$ cat src/swcs_pkg.sv
// setup word layout, clock kinds, timing constants and shared decoders
package swcs_pkg;
    localparam logic [13:0] SETUP_ADDR = 14'h2007;
    localparam logic [13:0] CFG_LO_ADDR = 14'h2000;
    localparam logic [13:0] CFG_HI_ADDR = 14'h3fff;
    localparam logic [13:0] TRIM_ADDR = 14'h03ff;
    localparam logic [13:0] SETUP_RST = 14'h31ff;
    localparam logic [13:0] UNIMPL_MASK = 14'h0e00;
    localparam logic [13:0] ERASED_WORD = 14'h3fff;
    localparam logic [13:0] RETURN_LITERAL_OP_OP = 14'h3400;
    localparam logic [13:0] RETURN_LITERAL_OP_MASK = 14'h3f00;
    localparam logic [7:0] TRIM_RST = 8'h80;
    localparam int BG_HI_BIT = 13;
    localparam int BG_LO_BIT = 12;
    localparam int DLOCK_BIT = 8;
    localparam int CLOCK_BIT = 7;
    localparam int BOD_BIT = 6;
    localparam int MASTER_RESET_PIN_BIT = 5;
    localparam int POWERUP_DELAY_TIMER_BIT = 4;
    localparam int WDT_BIT = 3;
    localparam int KIND_HI_BIT = 2;
    localparam logic [2:0] KIND_LP = 3'h0;
    localparam logic [2:0] KIND_XT = 3'h1;
    localparam logic [2:0] KIND_HS = 3'h2;
    localparam logic [2:0] KIND_EC = 3'h3;
    localparam logic [2:0] KIND_INT_IO = 3'h4;
    localparam logic [2:0] KIND_INT_QUARTER_CLOCK_OUTPUT = 3'h5;
    localparam logic [2:0] KIND_RC_IO = 3'h6;
    localparam logic [2:0] KIND_RC_QUARTER_CLOCK_OUTPUT = 3'h7;
    localparam int CLK_HZ = 10_000_000;
    localparam int POWERUP_DELAY_TIMER_MS = 72;
    localparam int POWERUP_DELAY_TIMER_CYC = POWERUP_DELAY_TIMER_MS * (CLK_HZ / 1000);
    localparam int POWERUP_DELAY_TIMER_W = 20;
    localparam int OST_CYC = 1024;
    localparam int OST_W = 11;

    typedef enum logic [1:0] {PH_LOAD, PH_POWERUP_DELAY_TIMER, PH_OST, PH_RUN} swcs_phase_t;

    function automatic logic is_crystal(input logic [2:0] k);
        return k <= KIND_HS;
    endfunction
    function automatic logic out_is_io(input logic [2:0] k);
        return (k == KIND_EC) || (k == KIND_INT_IO) || (k == KIND_RC_IO);
    endfunction
    function automatic logic in_is_io(input logic [2:0] k);
        return (k == KIND_INT_IO) || (k == KIND_INT_QUARTER_CLOCK_OUTPUT);
    endfunction
    function automatic logic has_quarter_clock_output(input logic [2:0] k);
        return (k == KIND_INT_QUARTER_CLOCK_OUTPUT) || (k == KIND_RC_QUARTER_CLOCK_OUTPUT);
    endfunction
    function automatic logic rc_or_int(input logic [2:0] k);
        return k >= KIND_INT_IO;
    endfunction
endpackage

$ cat src/swcs_sync.sv
// two-flop synchroniser for pin levels
`timescale 1ns/10ps
`default_nettype none
module swcs_sync
    import swcs_pkg::*;
#(
    parameter int W = 1
)(
    input wire logic i_clock,
    input wire logic i_reset,
    input wire logic [W-1:0] i_async,
    output logic [W-1:0] o_sync
);
    typedef struct packed {
        logic [W-1:0] meta;
        logic [W-1:0] stage;
    } swcs_sync_t;

    swcs_sync_t s_r;
    swcs_sync_t s_nxt;

    always_comb
    begin
        s_nxt.meta = i_async;
        s_nxt.stage = s_r.meta;
    end

    always_ff @(posedge i_clock)
    begin
        if (i_reset)
            s_r <= '0;
        else
            s_r <= s_nxt;
    end

    assign o_sync = s_r.stage;
endmodule
`default_nettype wire

$ cat src/swcs_timer.sv
// loadable down counter for the start-up delays
`timescale 1ns/10ps
`default_nettype none
module swcs_timer
    import swcs_pkg::*;
#(
    parameter int W = 8
)(
    input wire logic i_clock,
    input wire logic i_reset,
    input wire logic i_load,
    input wire logic i_count,
    input wire logic [W-1:0] i_value,
    output logic o_done
);
    typedef struct packed {
        logic [W-1:0] count;
    } swcs_timer_t;

    swcs_timer_t s_r;
    swcs_timer_t s_nxt;

    always_comb
    begin
        s_nxt = s_r;
        if (i_load)
            s_nxt.count = i_value;
        else if (i_count && (s_r.count != '0))
            s_nxt.count = s_r.count - 1'b1;
    end

    always_ff @(posedge i_clock)
    begin
        if (i_reset)
            s_r <= '0;
        else
            s_r <= s_nxt;
    end

    assign o_done = (s_r.count == '0);
endmodule
`default_nettype wire

$ cat src/swcs_setup_word.sv
// setup word store, decode, start-up sequencing and clock pin control
`timescale 1ns/10ps
`default_nettype none
module swcs_setup_word
    import swcs_pkg::*;
#(
    parameter int POWERUP_DELAY_TIMER_CYCLES = POWERUP_DELAY_TIMER_CYC,
    parameter int OST_CYCLES = OST_CYC,
    parameter logic [13:0] INIT_WORD = SETUP_RST,
    parameter logic [13:0] INIT_TRIM_WORD = ERASED_WORD
)(
    input wire logic i_clock,
    input wire logic i_reset,
    input wire logic i_prog_mode,
    input wire logic [13:0] i_prog_addr,
    input wire logic [13:0] i_prog_wdata,
    input wire logic i_prog_write,
    input wire logic i_prog_erase,
    output logic [13:0] o_prog_rdata,
    output logic o_erase_data,
    output logic o_erase_program,
    input wire logic i_master_reset_pin_n,
    input wire logic i_clock_in_pin,
    input wire logic i_brownout,
    input wire logic i_wake,
    input wire logic i_trim_write,
    input wire logic [7:0] i_trim_wdata,
    output logic [7:0] o_oscillator_trim_reg,
    output logic [7:0] o_trim_literal,
    output logic o_trim_literal_ok,
    input wire logic i_port_a_bit4_out,
    input wire logic i_port_a_bit4_oe,
    output logic o_clock_out_pin_o,
    output logic o_clock_out_pin_oe,
    output logic o_clock_in_pin_is_io,
    output logic o_clock_out_pin_is_io,
    output logic o_resonator_on,
    output logic o_driven_clock_in,
    output logic [2:0] o_clock_kind_field,
    output logic o_osc_run,
    output logic o_port_a_bit3_is_io,
    output logic [1:0] o_bandgap_trim_pair,
    output logic o_data_protect,
    output logic o_code_protect,
    output logic o_undervoltage_guard_on,
    output logic o_powerup_delay_on,
    output logic o_watchdog_on,
    output logic o_core_reset
);
    typedef struct packed {
        swcs_phase_t phase;
        logic [13:0] word;
        logic [13:0] latch;
        logic [13:0] trim_word;
        logic [7:0] trim;
        logic [13:0] rdata;
        logic [1:0] div;
        logic ck_prev;
        logic pin_o;
        logic pin_oe;
        logic erase_data;
        logic erase_prog;
    } swcs_state_t;

    swcs_state_t s_r;
    swcs_state_t s_nxt;
    logic [2:0] pins_s;
    logic master_reset_pin_n_s;
    logic ck_s;
    logic bo_s;
    logic osc_edge;
    logic master_reset_pin_act;
    logic [2:0] kind;
    logic powerup_delay_timer_load;
    logic ost_load;
    logic powerup_delay_timer_done;
    logic ost_done;

    swcs_sync #(.W(3)) u_sync (
        .i_clock(i_clock),
        .i_reset(i_reset),
        // pin sampled inverted so the flops' reset level means "reset pin idle"
        .i_async({!i_master_reset_pin_n, i_clock_in_pin, i_brownout}),
        .o_sync(pins_s)
    );

    assign master_reset_pin_n_s = !pins_s[2];
    assign ck_s = pins_s[1];
    assign bo_s = pins_s[0];
    // only slow crystals are resolvable at this sample rate
    assign osc_edge = ck_s && !s_r.ck_prev;
    assign kind = s_r.latch[KIND_HI_BIT:0];
    assign master_reset_pin_act = s_r.latch[MASTER_RESET_PIN_BIT] && !master_reset_pin_n_s;

    assign powerup_delay_timer_load = (s_nxt.phase == PH_POWERUP_DELAY_TIMER) && (s_r.phase != PH_POWERUP_DELAY_TIMER);
    assign ost_load = (s_nxt.phase == PH_OST) && (s_r.phase != PH_OST);

    swcs_timer #(.W(POWERUP_DELAY_TIMER_W)) u_powerup_delay_timer (
        .i_clock(i_clock),
        .i_reset(i_reset),
        .i_load(powerup_delay_timer_load),
        .i_count(s_r.phase == PH_POWERUP_DELAY_TIMER),
        .i_value(POWERUP_DELAY_TIMER_W'(POWERUP_DELAY_TIMER_CYCLES - 1)),
        .o_done(powerup_delay_timer_done)
    );

    swcs_timer #(.W(OST_W)) u_ost (
        .i_clock(i_clock),
        .i_reset(i_reset),
        .i_load(ost_load),
        .i_count((s_r.phase == PH_OST) && osc_edge),
        .i_value(OST_W'(OST_CYCLES - 1)),
        .o_done(ost_done)
    );

    always_comb
    begin
        s_nxt = s_r;
        s_nxt.erase_data = 1'b0;
        s_nxt.erase_prog = 1'b0;
        s_nxt.rdata = '0;
        s_nxt.ck_prev = ck_s;
        s_nxt.div = s_r.div + 2'h1;
        if (i_trim_write)
            s_nxt.trim = i_trim_wdata;
        // the setup region answers only in programming mode
        if (i_prog_mode)
        begin
            if (i_prog_erase)
            begin
                // bulk erase loses both trims; restoring them is the programmer's job
                s_nxt.word = SETUP_RST;
                s_nxt.trim_word = ERASED_WORD;
                s_nxt.erase_data = 1'b1;
                s_nxt.erase_prog = 1'b1;
            end
            else if (i_prog_write && (i_prog_addr == SETUP_ADDR))
            begin
                s_nxt.word = i_prog_wdata & ~UNIMPL_MASK;
                if (!s_r.word[DLOCK_BIT] && i_prog_wdata[DLOCK_BIT])
                    s_nxt.erase_data = 1'b1;
                if (!s_r.word[CLOCK_BIT] && i_prog_wdata[CLOCK_BIT])
                begin
                    s_nxt.erase_prog = 1'b1;
                    s_nxt.trim_word = ERASED_WORD;
                end
            end
            else if (i_prog_write && (i_prog_addr == TRIM_ADDR))
                s_nxt.trim_word = i_prog_wdata;
            else if (!i_prog_write)
            begin
                if (i_prog_addr == SETUP_ADDR)
                    s_nxt.rdata = s_r.word & ~UNIMPL_MASK;
                else if ((i_prog_addr == TRIM_ADDR) && s_r.word[CLOCK_BIT])
                    s_nxt.rdata = s_r.trim_word;
            end
        end
        case (s_r.phase)
            PH_LOAD:
            begin
                s_nxt.latch = s_r.word;
                if (!s_r.word[POWERUP_DELAY_TIMER_BIT])
                    s_nxt.phase = PH_POWERUP_DELAY_TIMER;
                else if (is_crystal(s_r.word[KIND_HI_BIT:0]))
                    s_nxt.phase = PH_OST;
                else
                    s_nxt.phase = PH_RUN;
            end
            PH_POWERUP_DELAY_TIMER:
            begin
                if (powerup_delay_timer_done)
                    s_nxt.phase = is_crystal(kind) ? PH_OST : PH_RUN;
            end
            PH_OST:
            begin
                if (ost_done)
                    s_nxt.phase = PH_RUN;
            end
            PH_RUN:
            begin
                if (i_wake && is_crystal(kind))
                    s_nxt.phase = PH_OST;
            end
            default:
                s_nxt.phase = PH_LOAD;
        endcase
        // brown-out restarts the whole sequence; the delay itself still obeys its own bit
        if (i_prog_mode || (s_r.latch[BOD_BIT] && bo_s))
            s_nxt.phase = PH_LOAD;
        if (has_quarter_clock_output(kind))
        begin
            s_nxt.pin_o = s_nxt.div[1];
            s_nxt.pin_oe = 1'b1;
        end
        else
        begin
            s_nxt.pin_o = i_port_a_bit4_out;
            s_nxt.pin_oe = out_is_io(kind) && i_port_a_bit4_oe;
        end
    end

    always_ff @(posedge i_clock)
    begin
        if (i_reset)
        begin
            s_r.phase <= PH_LOAD;
            s_r.word <= INIT_WORD;
            s_r.latch <= SETUP_RST;
            s_r.trim_word <= INIT_TRIM_WORD;
            s_r.trim <= TRIM_RST;
            s_r.rdata <= '0;
            s_r.div <= '0;
            s_r.ck_prev <= 1'b0;
            s_r.pin_o <= 1'b0;
            s_r.pin_oe <= 1'b0;
            s_r.erase_data <= 1'b0;
            s_r.erase_prog <= 1'b0;
        end
        else
            s_r <= s_nxt;
    end

    assign o_prog_rdata = s_r.rdata;
    assign o_erase_data = s_r.erase_data;
    assign o_erase_program = s_r.erase_prog;
    assign o_oscillator_trim_reg = s_r.trim;
    assign o_trim_literal = s_r.trim_word[7:0];
    assign o_trim_literal_ok = (s_r.trim_word & RETURN_LITERAL_OP_MASK) == RETURN_LITERAL_OP_OP;
    assign o_clock_out_pin_o = s_r.pin_o;
    assign o_clock_out_pin_oe = s_r.pin_oe;
    assign o_clock_in_pin_is_io = in_is_io(kind);
    assign o_clock_out_pin_is_io = out_is_io(kind);
    assign o_resonator_on = is_crystal(kind);
    assign o_driven_clock_in = (kind == KIND_EC);
    assign o_clock_kind_field = kind;
    // a held master reset parks the self-timed oscillators
    assign o_osc_run = !(master_reset_pin_act && rc_or_int(kind));
    assign o_port_a_bit3_is_io = !s_r.latch[MASTER_RESET_PIN_BIT];
    assign o_bandgap_trim_pair = s_r.latch[BG_HI_BIT:BG_LO_BIT];
    assign o_data_protect = !s_r.latch[DLOCK_BIT];
    assign o_code_protect = !s_r.latch[CLOCK_BIT];
    assign o_undervoltage_guard_on = s_r.latch[BOD_BIT];
    assign o_powerup_delay_on = !s_r.latch[POWERUP_DELAY_TIMER_BIT];
    assign o_watchdog_on = s_r.latch[WDT_BIT];
    assign o_core_reset = (s_r.phase != PH_RUN) || master_reset_pin_act;
endmodule
`default_nettype wire

$ cat config.mk
export PLATFORM = sky130hd
export DESIGN_NAME = swcs_setup_word
export DESIGN_NICKNAME = d
export VERILOG_FILES = /design/src/swcs_pkg.sv /design/src/swcs_sync.sv /design/src/swcs_timer.sv /design/src/swcs_setup_word.sv
export SDC_FILE = /design/constraint.sdc
export NUM_CORES = 1
export LEC_CHECK = 0
export BUFFER_PORTS_ARGS = -buffer_cell sky130_fd_sc_hd__buf_2
export CAP_MARGIN = 20
export CORE_MARGIN = 1.5
export CORE_UTILIZATION = 26
export CTS_BUF_LIST = sky130_fd_sc_hd__clkbuf_8
export CTS_CLUSTER_DIAMETER = 80
export DETAILED_ROUTE_END_ITERATION = 12
export SLEW_MARGIN = 10
export SYNTH_ARGS = -nofsm -noshare
export SYNTH_HDL_FRONTEND = slang
export SYNTH_SLANG_ARGS = --single-unit
export TNS_END_PERCENT = 50
$ cat constraint.sdc
create_clock -name i_clock -period 5.4 [get_ports i_clock]
set_input_delay 0.27 -clock i_clock [delete_from_list [all_inputs] [get_ports i_clock]]
set_output_delay 0.27 -clock i_clock [all_outputs]
set_load 0.005 [all_outputs]
Yosys cells after proc, flatten, opt, wreduce, memory -nomap -nowiden
Cells that the tools add are included.
- word-level logic and storage cells: 116
- bits of input ports: 48
- output and inout port bits: 52
- bits in registers: 110
- eq/ne operators: 17
- bitwise gates (word level): 2
- $add $sub $neg: 3
- multiplexer cells: 25
- order comparisons: 3
- reduce and logical (&&, ||, !) cells: 47
- operators by type and width (cell ; number):
    two-way mux 14 bit ; 8
    two-way mux 20 bit ; 2
    logical NOT 20 bit ; 1
    two-way mux 10 bit ; 2
    nonzero test 20 bit ; 1
    subtractor 20 x 1 -> 20 bit (second input constant) ; 1
    logical AND 1 bit ; 16
    two-way mux 2 bit ; 8
    == test 14 x 10 -> 1 bit (second input constant) ; 1
    == test 14 bit (second input constant) ; 1
    == test 3 bit (second input constant) ; 4
    logical NOT 11 bit ; 1
    nonzero test 11 bit ; 1
    subtractor 11 x 1 -> 11 bit (second input constant) ; 1
    logical NOT 1 bit ; 9
    case mux 2 bit (4 select lines) ; 1
    OR reduction 8 bit ; 1
    == test 2 bit (second input constant) ; 3
    == test 6 bit (second input constant) ; 1
    <= comparator 3 x 2 -> 1 bit (second input constant) ; 2
    logical OR 1 bit ; 6
    nonzero test 2 bit ; 3
    OR reduction 2 bit ; 3
    OR reduction 6 bit ; 1
    other kinds (13) ; 19

Longest topological paths before layout
Gate-level depths: netlist (run 1).
- word-level depth: 8
- depth in mapped cells: 8
- depth with buffers taken out: 7

Cells and area by module
Synthesis (run 1) repeated with hierarchy kept, for this count alone.
- cells, all modules: 510
- area, all modules: 4800.9 µm²
- by module, submodules not included (module ; area an instance (µm²) ; sequential area each (µm²) ; times used ; cells an instance):
    swcs_setup_word ; 2755.1 ; 1341.3 ; 1 ; 278
    swcs_timer at u_powerup_delay_timer ; 1213.7 ; 400.4 ; 1 ; 143
    swcs_timer at u_ost ; 674.4 ; 220.2 ; 1 ; 77
    swcs_sync ; 157.7 ; 120.1 ; 1 ; 12

Least setup slack after synthesis (run 1)
No wires, ideal clock.
- path kind: flip-flop to flip-flop
- start: register u_powerup_delay_timer.s_r[5] in the netlist's numbering
- end: register u_ost.s_r[0] in the netlist's numbering
- period minus slack after synthesis: 2.309 ns
- path buffers: 2
- data arrival time: 2.239 ns
- setup slack: 3.091 ns
- cell stages (with the launch flop): 8
- setup time: 0.070 ns
- data required time: 5.330 ns
- cell sequence: dfxtp_1 -> or4_1 -> clkbuf_2 -> nor4_4 -> a31oi_4 -> or4_4 -> buf_6 -> a21oi_1
- longest elaborated chain between the ends: 7
- elaborated cells on any way between the ends: 8
- those cells by class: eq/ne (1); mux (4); reduce/logical (3)
- RTL lines (element ; RTL line ; text):
    start: declaration ; swcs_timer.sv:20 ; swcs_timer_t s_r;
    start signal: assignment ; swcs_timer.sv:37 ; s_r <= s_nxt;
    logical NOT 20 bit * ; swcs_timer.sv:40 ; assign o_done = (s_r.count == '0);
    two-way mux 2 bit * ; swcs_setup_word.sv:171 ; if (powerup_delay_timer_done)
    case mux 2 bit (4 select lines) * ; swcs_setup_word.sv:158 ; case (s_r.phase)
    two-way mux 2 bit * ; swcs_setup_word.sv:188 ; if (i_prog_mode || (s_r.latch[BOD_BIT] && bo_s))
    == test 2 bit * ; swcs_setup_word.sv:96 ; assign ost_load = (s_nxt.phase == PH_OST) && (s_r.phase != PH_OST);
    logical AND 1 bit * ; swcs_setup_word.sv:96 ;
    two-way mux 10 bit or nonzero test 2 bit (tied branches) ; - ;
    end signal: assignment ; swcs_timer.sv:37 ;
    end: declaration ; swcs_timer.sv:20 ;
Every way passes the cells marked *; elsewhere a longest branch is shown, timed or not.
A chain may end at the register's enable or synchronous reset.

Final worst setup path (run 1)
- start: register u_powerup_delay_timer.s_r[5] in the netlist's numbering
- end: register u_ost.s_r[10] in the netlist's numbering
- longest elaborated chain between the ends: 7
- RTL lines (element ; RTL line):
    logical NOT 20 bit ; swcs_timer.sv:40
    two-way mux 2 bit ; swcs_setup_word.sv:171
    case mux 2 bit (4 select lines) ; swcs_setup_word.sv:158
    two-way mux 2 bit ; swcs_setup_word.sv:188
    == test 2 bit ; swcs_setup_word.sv:96
    logical AND 1 bit ; swcs_setup_word.sv:96
    OR reduction 2 bit (no source line) ; -
Every way passes these cells.

==> results of run 1 <==
[layer usage]
metal  up-vias  wire [um]  part of all wire, %
li1       1810          -                    -
met3        11        412                  4.1
met2        55       4930                   49
met5         -          0                    0
met4         0        128                  1.3
met1      1673       4543                   45
[kinds of logic after synthesis]
group           Yosys count
compound gates           92
simple gates            167
buf+inv                  73
fa+ha+maj                 4
mux                      22
flops                   104
xor+xnor                 20
[layout by cell type (no fill, tap or decap), drive strengths merged, types with 10 or more instances in the layout]
cell	count
dfxtp	104
buf	101
nor2	38
a21oi	26
nand2	23
mux2i	20
nor3	16
o22a	14
inv	14
nor4	14
nand3	13
o21ai	12
xnor2	11
a22o	10
clkbuf	10
a31oi	10
[report_power, final]
group | switching [W] | internal, W
clock network | 0.000264 | 0.000322
registers | 0.000112 | 0.000870
logic | 0.000436 | 0.000291
[stage by stage]
step | total power, W | hold slack, ns | util [%]
2_1_floorplan | 0.001581 | 0.3367 | -
3_3_place_gp | 0.001729 | 0.4190 | 28.90
3_5_place_dp | 0.001734 | 0.4243 | 28.90
4_1_cts | 0.002324 | 0.01897 | 30.37
5_1_grt | 0.002481 | 0.02870 | 30.42
6_report | 0.002296 | 0.04198 | 30.42
[cell type report]
type	instances	area, um^2
clock buffers	10	137.6
clock inverters	6	113.9
fillers	1821	11910
inverters	13	48.80
multi-input cells	305	2032
flip-flops and latches	104	2082
well taps	225	281.5
repair buffers	101	510.5
[worst reg2reg max path: stages, from the launching register on]
cell     delay [ns]
dfxtp_1        0.35
or4_1          0.67
nor4_4         0.46
a31oi_4        0.21
or4_4          0.62
and3_1         0.20
[path summary, 6_finish.rpt]
kind	start	endpoint	depth (start not counted)
worst max-delay path	u_powerup_delay_timer.s_r[5]	u_ost.s_r[10]	5
worst min-delay path	i_master_reset_pin_n	u_sync.s_nxt[2]	2
worst max register to register	u_powerup_delay_timer.s_r[5]	u_ost.s_r[10]	5
worst min register to register	s_r[5]	s_r[5]	1
==> results.toml, run 1 <==
[outcome]
run_status = "finished clean"

[critical_path]
critPathArrivalTime_ns = 2.86
cp_cell_sequence = "or4_1 -> nor4_4 -> a31oi_4 -> or4_4 -> and3_1"
crit_family = "simple AND/OR/NAND/NOR gates"
timing.critical_path.from_type = "register"
criticalPathCategory = "reg -> reg"
cp_max_fo = 11
regToRegSetupSlack_ns = 2.80
cp_slowest_cell = "or4_1"
timing.critical_path.buf_inv = 0
critPathRequiredTime_ns = 5.66
endpoint_kind = "register"
slowest_delay_ns = 0.67

[global_route]
fraction_of_met1_tracks_used_by_global_routing_pct = 13.84
largest_net_degree_at_the_start_of_global_routing = 70
globalRouteOverflowTotal = 0
grtUsageMet3_pct = 2.628
busiest_layer = "met2"
grt_pass1_wl_mm = 16.26
grt_util_all_layers_pct = 11.24
grt_pass1_vias = 3270
gr-usage-met2_pct = 18.75
grt_antenna_before_repair = 0

[timing]
finalSetupViolCount = 0
final_period_minus_worst_setup_slack_ns = 2.595
fin_ws_ns = 2.805
hold_viol = 0
fmax_mhz = 385.3
period_share_pct = 48.06
setup_repair_after_global_routing_missed_its_margin = "no"
slew_headroom_pct = 42.55
tightest_slew_ns = 0.8586
timing.final.max_slew_violations = 0
summed_negative_setup_slack_over_all_endpoints_ns = 0
skew_ns = 0.01553

[yosys]
asyncSetResetFlopFracSynth_pct = 0
synth-compound-area-share_pct = 14.14
synth_adder_area_share_pct = 1.107
synth_warn = 0
post-synth-top-area-fraction_pct = 46.04
synth_area_per_cell_um2 = 9.381
synth_flop_cell = "dfxtp_1"
syn_inst = 482
main_combinational_cell_family_by_area_after_synthesis = "simple AND/OR/NAND/NOR gates"
synth_simple_gate_area_share_pct = 20.75
yosys.area.top_type = "dfxtp_1"
synthXorXnorAreaFrac_pct = 3.874
yosysMostFrequentCell = "dfxtp_1"
synthTopCellsByArea = "dfxtp_1 (46%), buf_4 (5.8%), mux2i_1 (4.4%), nor2_1 (3.2%), a21oi_1 (2.9%)"
syn_nets = 534
synth_cell_type_count = 54
yosys-top-cells-count = "dfxtp_1 (104), nor2_1 (38), buf_4 (35)"
synth-edff-count = 0
synth_mux_area_share_pct = 4.925
syn-cell-area_um2 = 4522
postSynthRegisterBits = 104
synth_seq_area_share_pct = 46.04

[floorplanning]
floorplan.die_area_um2 = 18190
core-area_um2 = 17120
floorplan.initialDensity_pct = 26.42
pin_count = 100
fp-row-count = 48
floorplan.die.height_um = 134.9
die_w_um = 134.9

[drt]
final_antenna_net_count = 0
via_count = 3549
detail_route.first_pass.iterations = 4
total_wirelength_of_the_detailed_routed_design_mm = 10.02
routedWlPerCell_um = 13.11
dr.first_iter.drc_count = 180
via_per_inst = 4.645
drcViolationCount = 0

[power]
power.density_nw_per_um2 = 441.0
vdd.ir_drop.worst_uv = 190.2
p_leak_nw = 2.143

[clock_network]
max-clock-path-buffers = 2
tritoncts.num_buffers = 9
cts.reportedPaths.clkPinSlew_ns = 0.10
quantity_of_hold_fixing_buffers_added_after_cts = 0
cts-root-buf = "clkbuf_8"
post_cts.resized_instances = 0
h-tree-depth = 3
clock_net_sink_count = 104
post_cts.repair.setup_buffers = 0
tritoncts = "built"
clock_insertion_delay_worst_skew_ns = 0.37

[cells_and_area]
number_of_flip_flops_in_the_largest_register = 26
area_growth_pct = 15.14
largest-register = "s_r"
post_layout_nonfiller_instances = 764
antenna-diode-count = 0
final_layout_size_suffix_gt1_share_pct = 23.38
post-route-cell-area_um2 = 5206
final_net_count = 586

[place]
place_ws_ns = 2.747
post-dp-hpwl_mm = 7.411
globalplace.congestion = 0.7597
placement.cell_area_um2 = 4947
placed_cells_incl_taps = 747
placement.io_buffers = 99

[hold_path]
min-delay-path-class = "in -> reg"

[run]
timing.max_cap.violations = 0
No activity file was read; power rests on OpenSTA's default activity.
==> inputs of run 2 (changes only) <==
clock period = 2.7 ns   (was 5.4 ns; I/O delays follow)
==> run 2 against run 1 <==
Critical path depth unchanged. Combinational power rose by 120%. Non-clock buffer count grew 37. Total power rose by 97%. Hold slack got worse by 0.0093 ns. Cell count rose by 4.8%. Die area unchanged. Sequential power increased by 98%. Register-to-register slack lost 2.5 ns. Via count is 4.7% higher. Routed wire length grew 7.5%. Clock skew rose by 0.0068 ns.
==> results.toml, run 2 (same netlist as run 1, synthesis figures left out) <==
[outcome]
run_status = "finished clean"

[floorplanning]
floorplan.die_area_um2 = 18190
die_w_um = 134.9
fp-row-count = 48
pin_count = 100
floorplan.initialDensity_pct = 26.42
core-area_um2 = 17120
floorplan.die.height_um = 134.9

[critical_path]
critPathArrivalTime_ns = 2.66
timing.critical_path.from_type = "register"
reg2reg_from = "u_powerup_delay_timer.s_r[5]"
cp_max_fo = 7
reg2regPathDepth = 5
criticalPathCategory = "reg -> reg"
regToRegEndpoint = "u_powerup_delay_timer.s_r[10]"
endpoint_kind = "register"
regToRegSetupSlack_ns = 0.27
critPathRequiredTime_ns = 2.94

[clock_network]
clock_insertion_delay_worst_skew_ns = 0.38
post_cts.resized_instances = 0
cts.reportedPaths.clkPinSlew_ns = 0.11
cts-root-buf = "clkbuf_8"
post_cts.repair.setup_buffers = 0
h-tree-depth = 3
tritoncts = "built"
tritoncts.num_buffers = 9
clock_net_sink_count = 104
quantity_of_hold_fixing_buffers_added_after_cts = 25
max-clock-path-buffers = 2

[cells_and_area]
seq_area_um2 = 2082
layout.cells.most_common_list = "dfxtp_1 (104), buf_2 (99), nor2_1 (38)"
fillerInstances = 1778
final_layout_size_suffix_gt1_share_pct = 23.96
antenna-diode-count = 0
multi_input_comb_area_um2 = 2032
final_net_count = 623
post-route-cell-area_um2 = 5482
number_of_flip_flops_in_the_largest_register = 26
post_layout_nonfiller_instances = 801
largest-register = "s_r"
area_growth_pct = 21.22
layout.cells.most_common = "dfxtp_1"

[global_route]
globalRouteOverflowTotal = 0
grt_util_all_layers_pct = 12.10
largest_net_degree_at_the_start_of_global_routing = 69
grt_pass1_vias = 3508
grt_antenna_before_repair = 0
grt_pass1_wl_mm = 17.46

[timing]
skew_ns = 0.02234
fin_ws_ns = 0.2746
hold_viol = 0
tightest_slew_ns = 0.7171
period_share_pct = 89.83
slew_headroom_pct = 52.19
final_period_minus_worst_setup_slack_ns = 2.425
summed_negative_setup_slack_over_all_endpoints_ns = 0
setup_repair_after_global_routing_missed_its_margin = "no"
timing.final.max_slew_violations = 0
fmax_mhz = 412.3
finalSetupViolCount = 0

[drt]
drcViolationCount = 0
routedWlPerCell_um = 13.44
via_count = 3715
detail_route.first_pass.iterations = 5
total_wirelength_of_the_detailed_routed_design_mm = 10.77
final_antenna_net_count = 0
via_per_inst = 4.638
dr.first_iter.drc_count = 267

[place]
placement.cell_area_um2 = 5045
place_ws_ns = 0.2931
placement.io_buffers = 99
post-dp-hpwl_mm = 7.532
placed_cells_incl_taps = 760
globalplace.congestion = 0.7907

[hold_path]
min-delay-path-class = "in -> reg"
hp-start = "i_port_a_bit4_oe"
holdPathStages = 3
worst_hold_path.endpoint = "o_clock_out_pin_oe"

[power]
power.density_nw_per_um2 = 823.9
vdd.ir_drop.worst_uv = 411.8
p_leak_nw = 2.273

[run]
timing.max_cap.violations = 0
[run 2: changes by cell type in the layout (fill, tap and decap cells not counted)]
cell,delta
dlygate4sd3_1,+25
buf_4,+12
bufinv_16,-3
inv_6,+2
clkinvlp_4,+1
[run 2: layer usage]
layer  global-route usage (%)  share of wire, %  wire, um  up-vias
met2                    19.60                48      5118       67
met5                        0                 0         0        -
li1                         -                 -         -     1874
met4                    5.018               2.2       236        0
met3                    3.041               4.0       430       16
met1                    15.35                46      4983     1758
[run 2: per-stage QoR]
step / util [%] / power [W] / hold WS (ns)
final: 32.02 / 0.004516 / 0.03266
after global routing: 32.02 / 0.004867 / 0.03820
after CTS: 32.02 / 0.004559 / 0.009918
after detailed placement: 29.47 / 0.003576 / 0.2899
after global placement: 29.47 / 0.003567 / 0.2886
after floorplan: - / 0.003163 / 0.2017
[run 2: how the worst max path moves through the flow]
stage	start	to	slack (ns)
final	u_powerup_delay_timer.s_r[5]	u_powerup_delay_timer.s_r[10]	0.27
after global routing	u_powerup_delay_timer.s_r[0]	u_ost.s_r[10]	0.1
after CTS	u_powerup_delay_timer.s_r[5]	u_powerup_delay_timer.s_r[10]	0.28
after detailed placement	u_powerup_delay_timer.s_r[5]	u_powerup_delay_timer.s_r[10]	0.29
after global placement	u_powerup_delay_timer.s_r[5]	u_powerup_delay_timer.s_r[10]	0.34
after floorplan	u_powerup_delay_timer.s_r[5]	u_ost.s_r[0]	0.39
[run 2: report_power, final]
group / switching, W / internal (W) / leakage [nW]
sequential: 0.000213 / 0.00174 / 0.850
combinational: 0.000926 / 0.000696 / 1.34
clock: 0.000570 / 0.000371 / 0.0859
[run 2: worst max-delay path: stages, from the launching register on]
cell	delay (ns)
dfxtp_1	0.36
or4_1	0.67
or4_1	0.50
o31ai_1	0.51
or4_1	0.19
a31oi_1	0.07
[run 2: final cells by class]
type / count / area share, %
clock buffers: 10 / 2.511
well taps: 225 / 5.136
multi-input cells: 305 / 37.07
inverters: 13 / 0.8902
repair buffers: 138 / 15.52
clock inverters: 6 / 0.8902
flip-flops and latches: 104 / 37.98
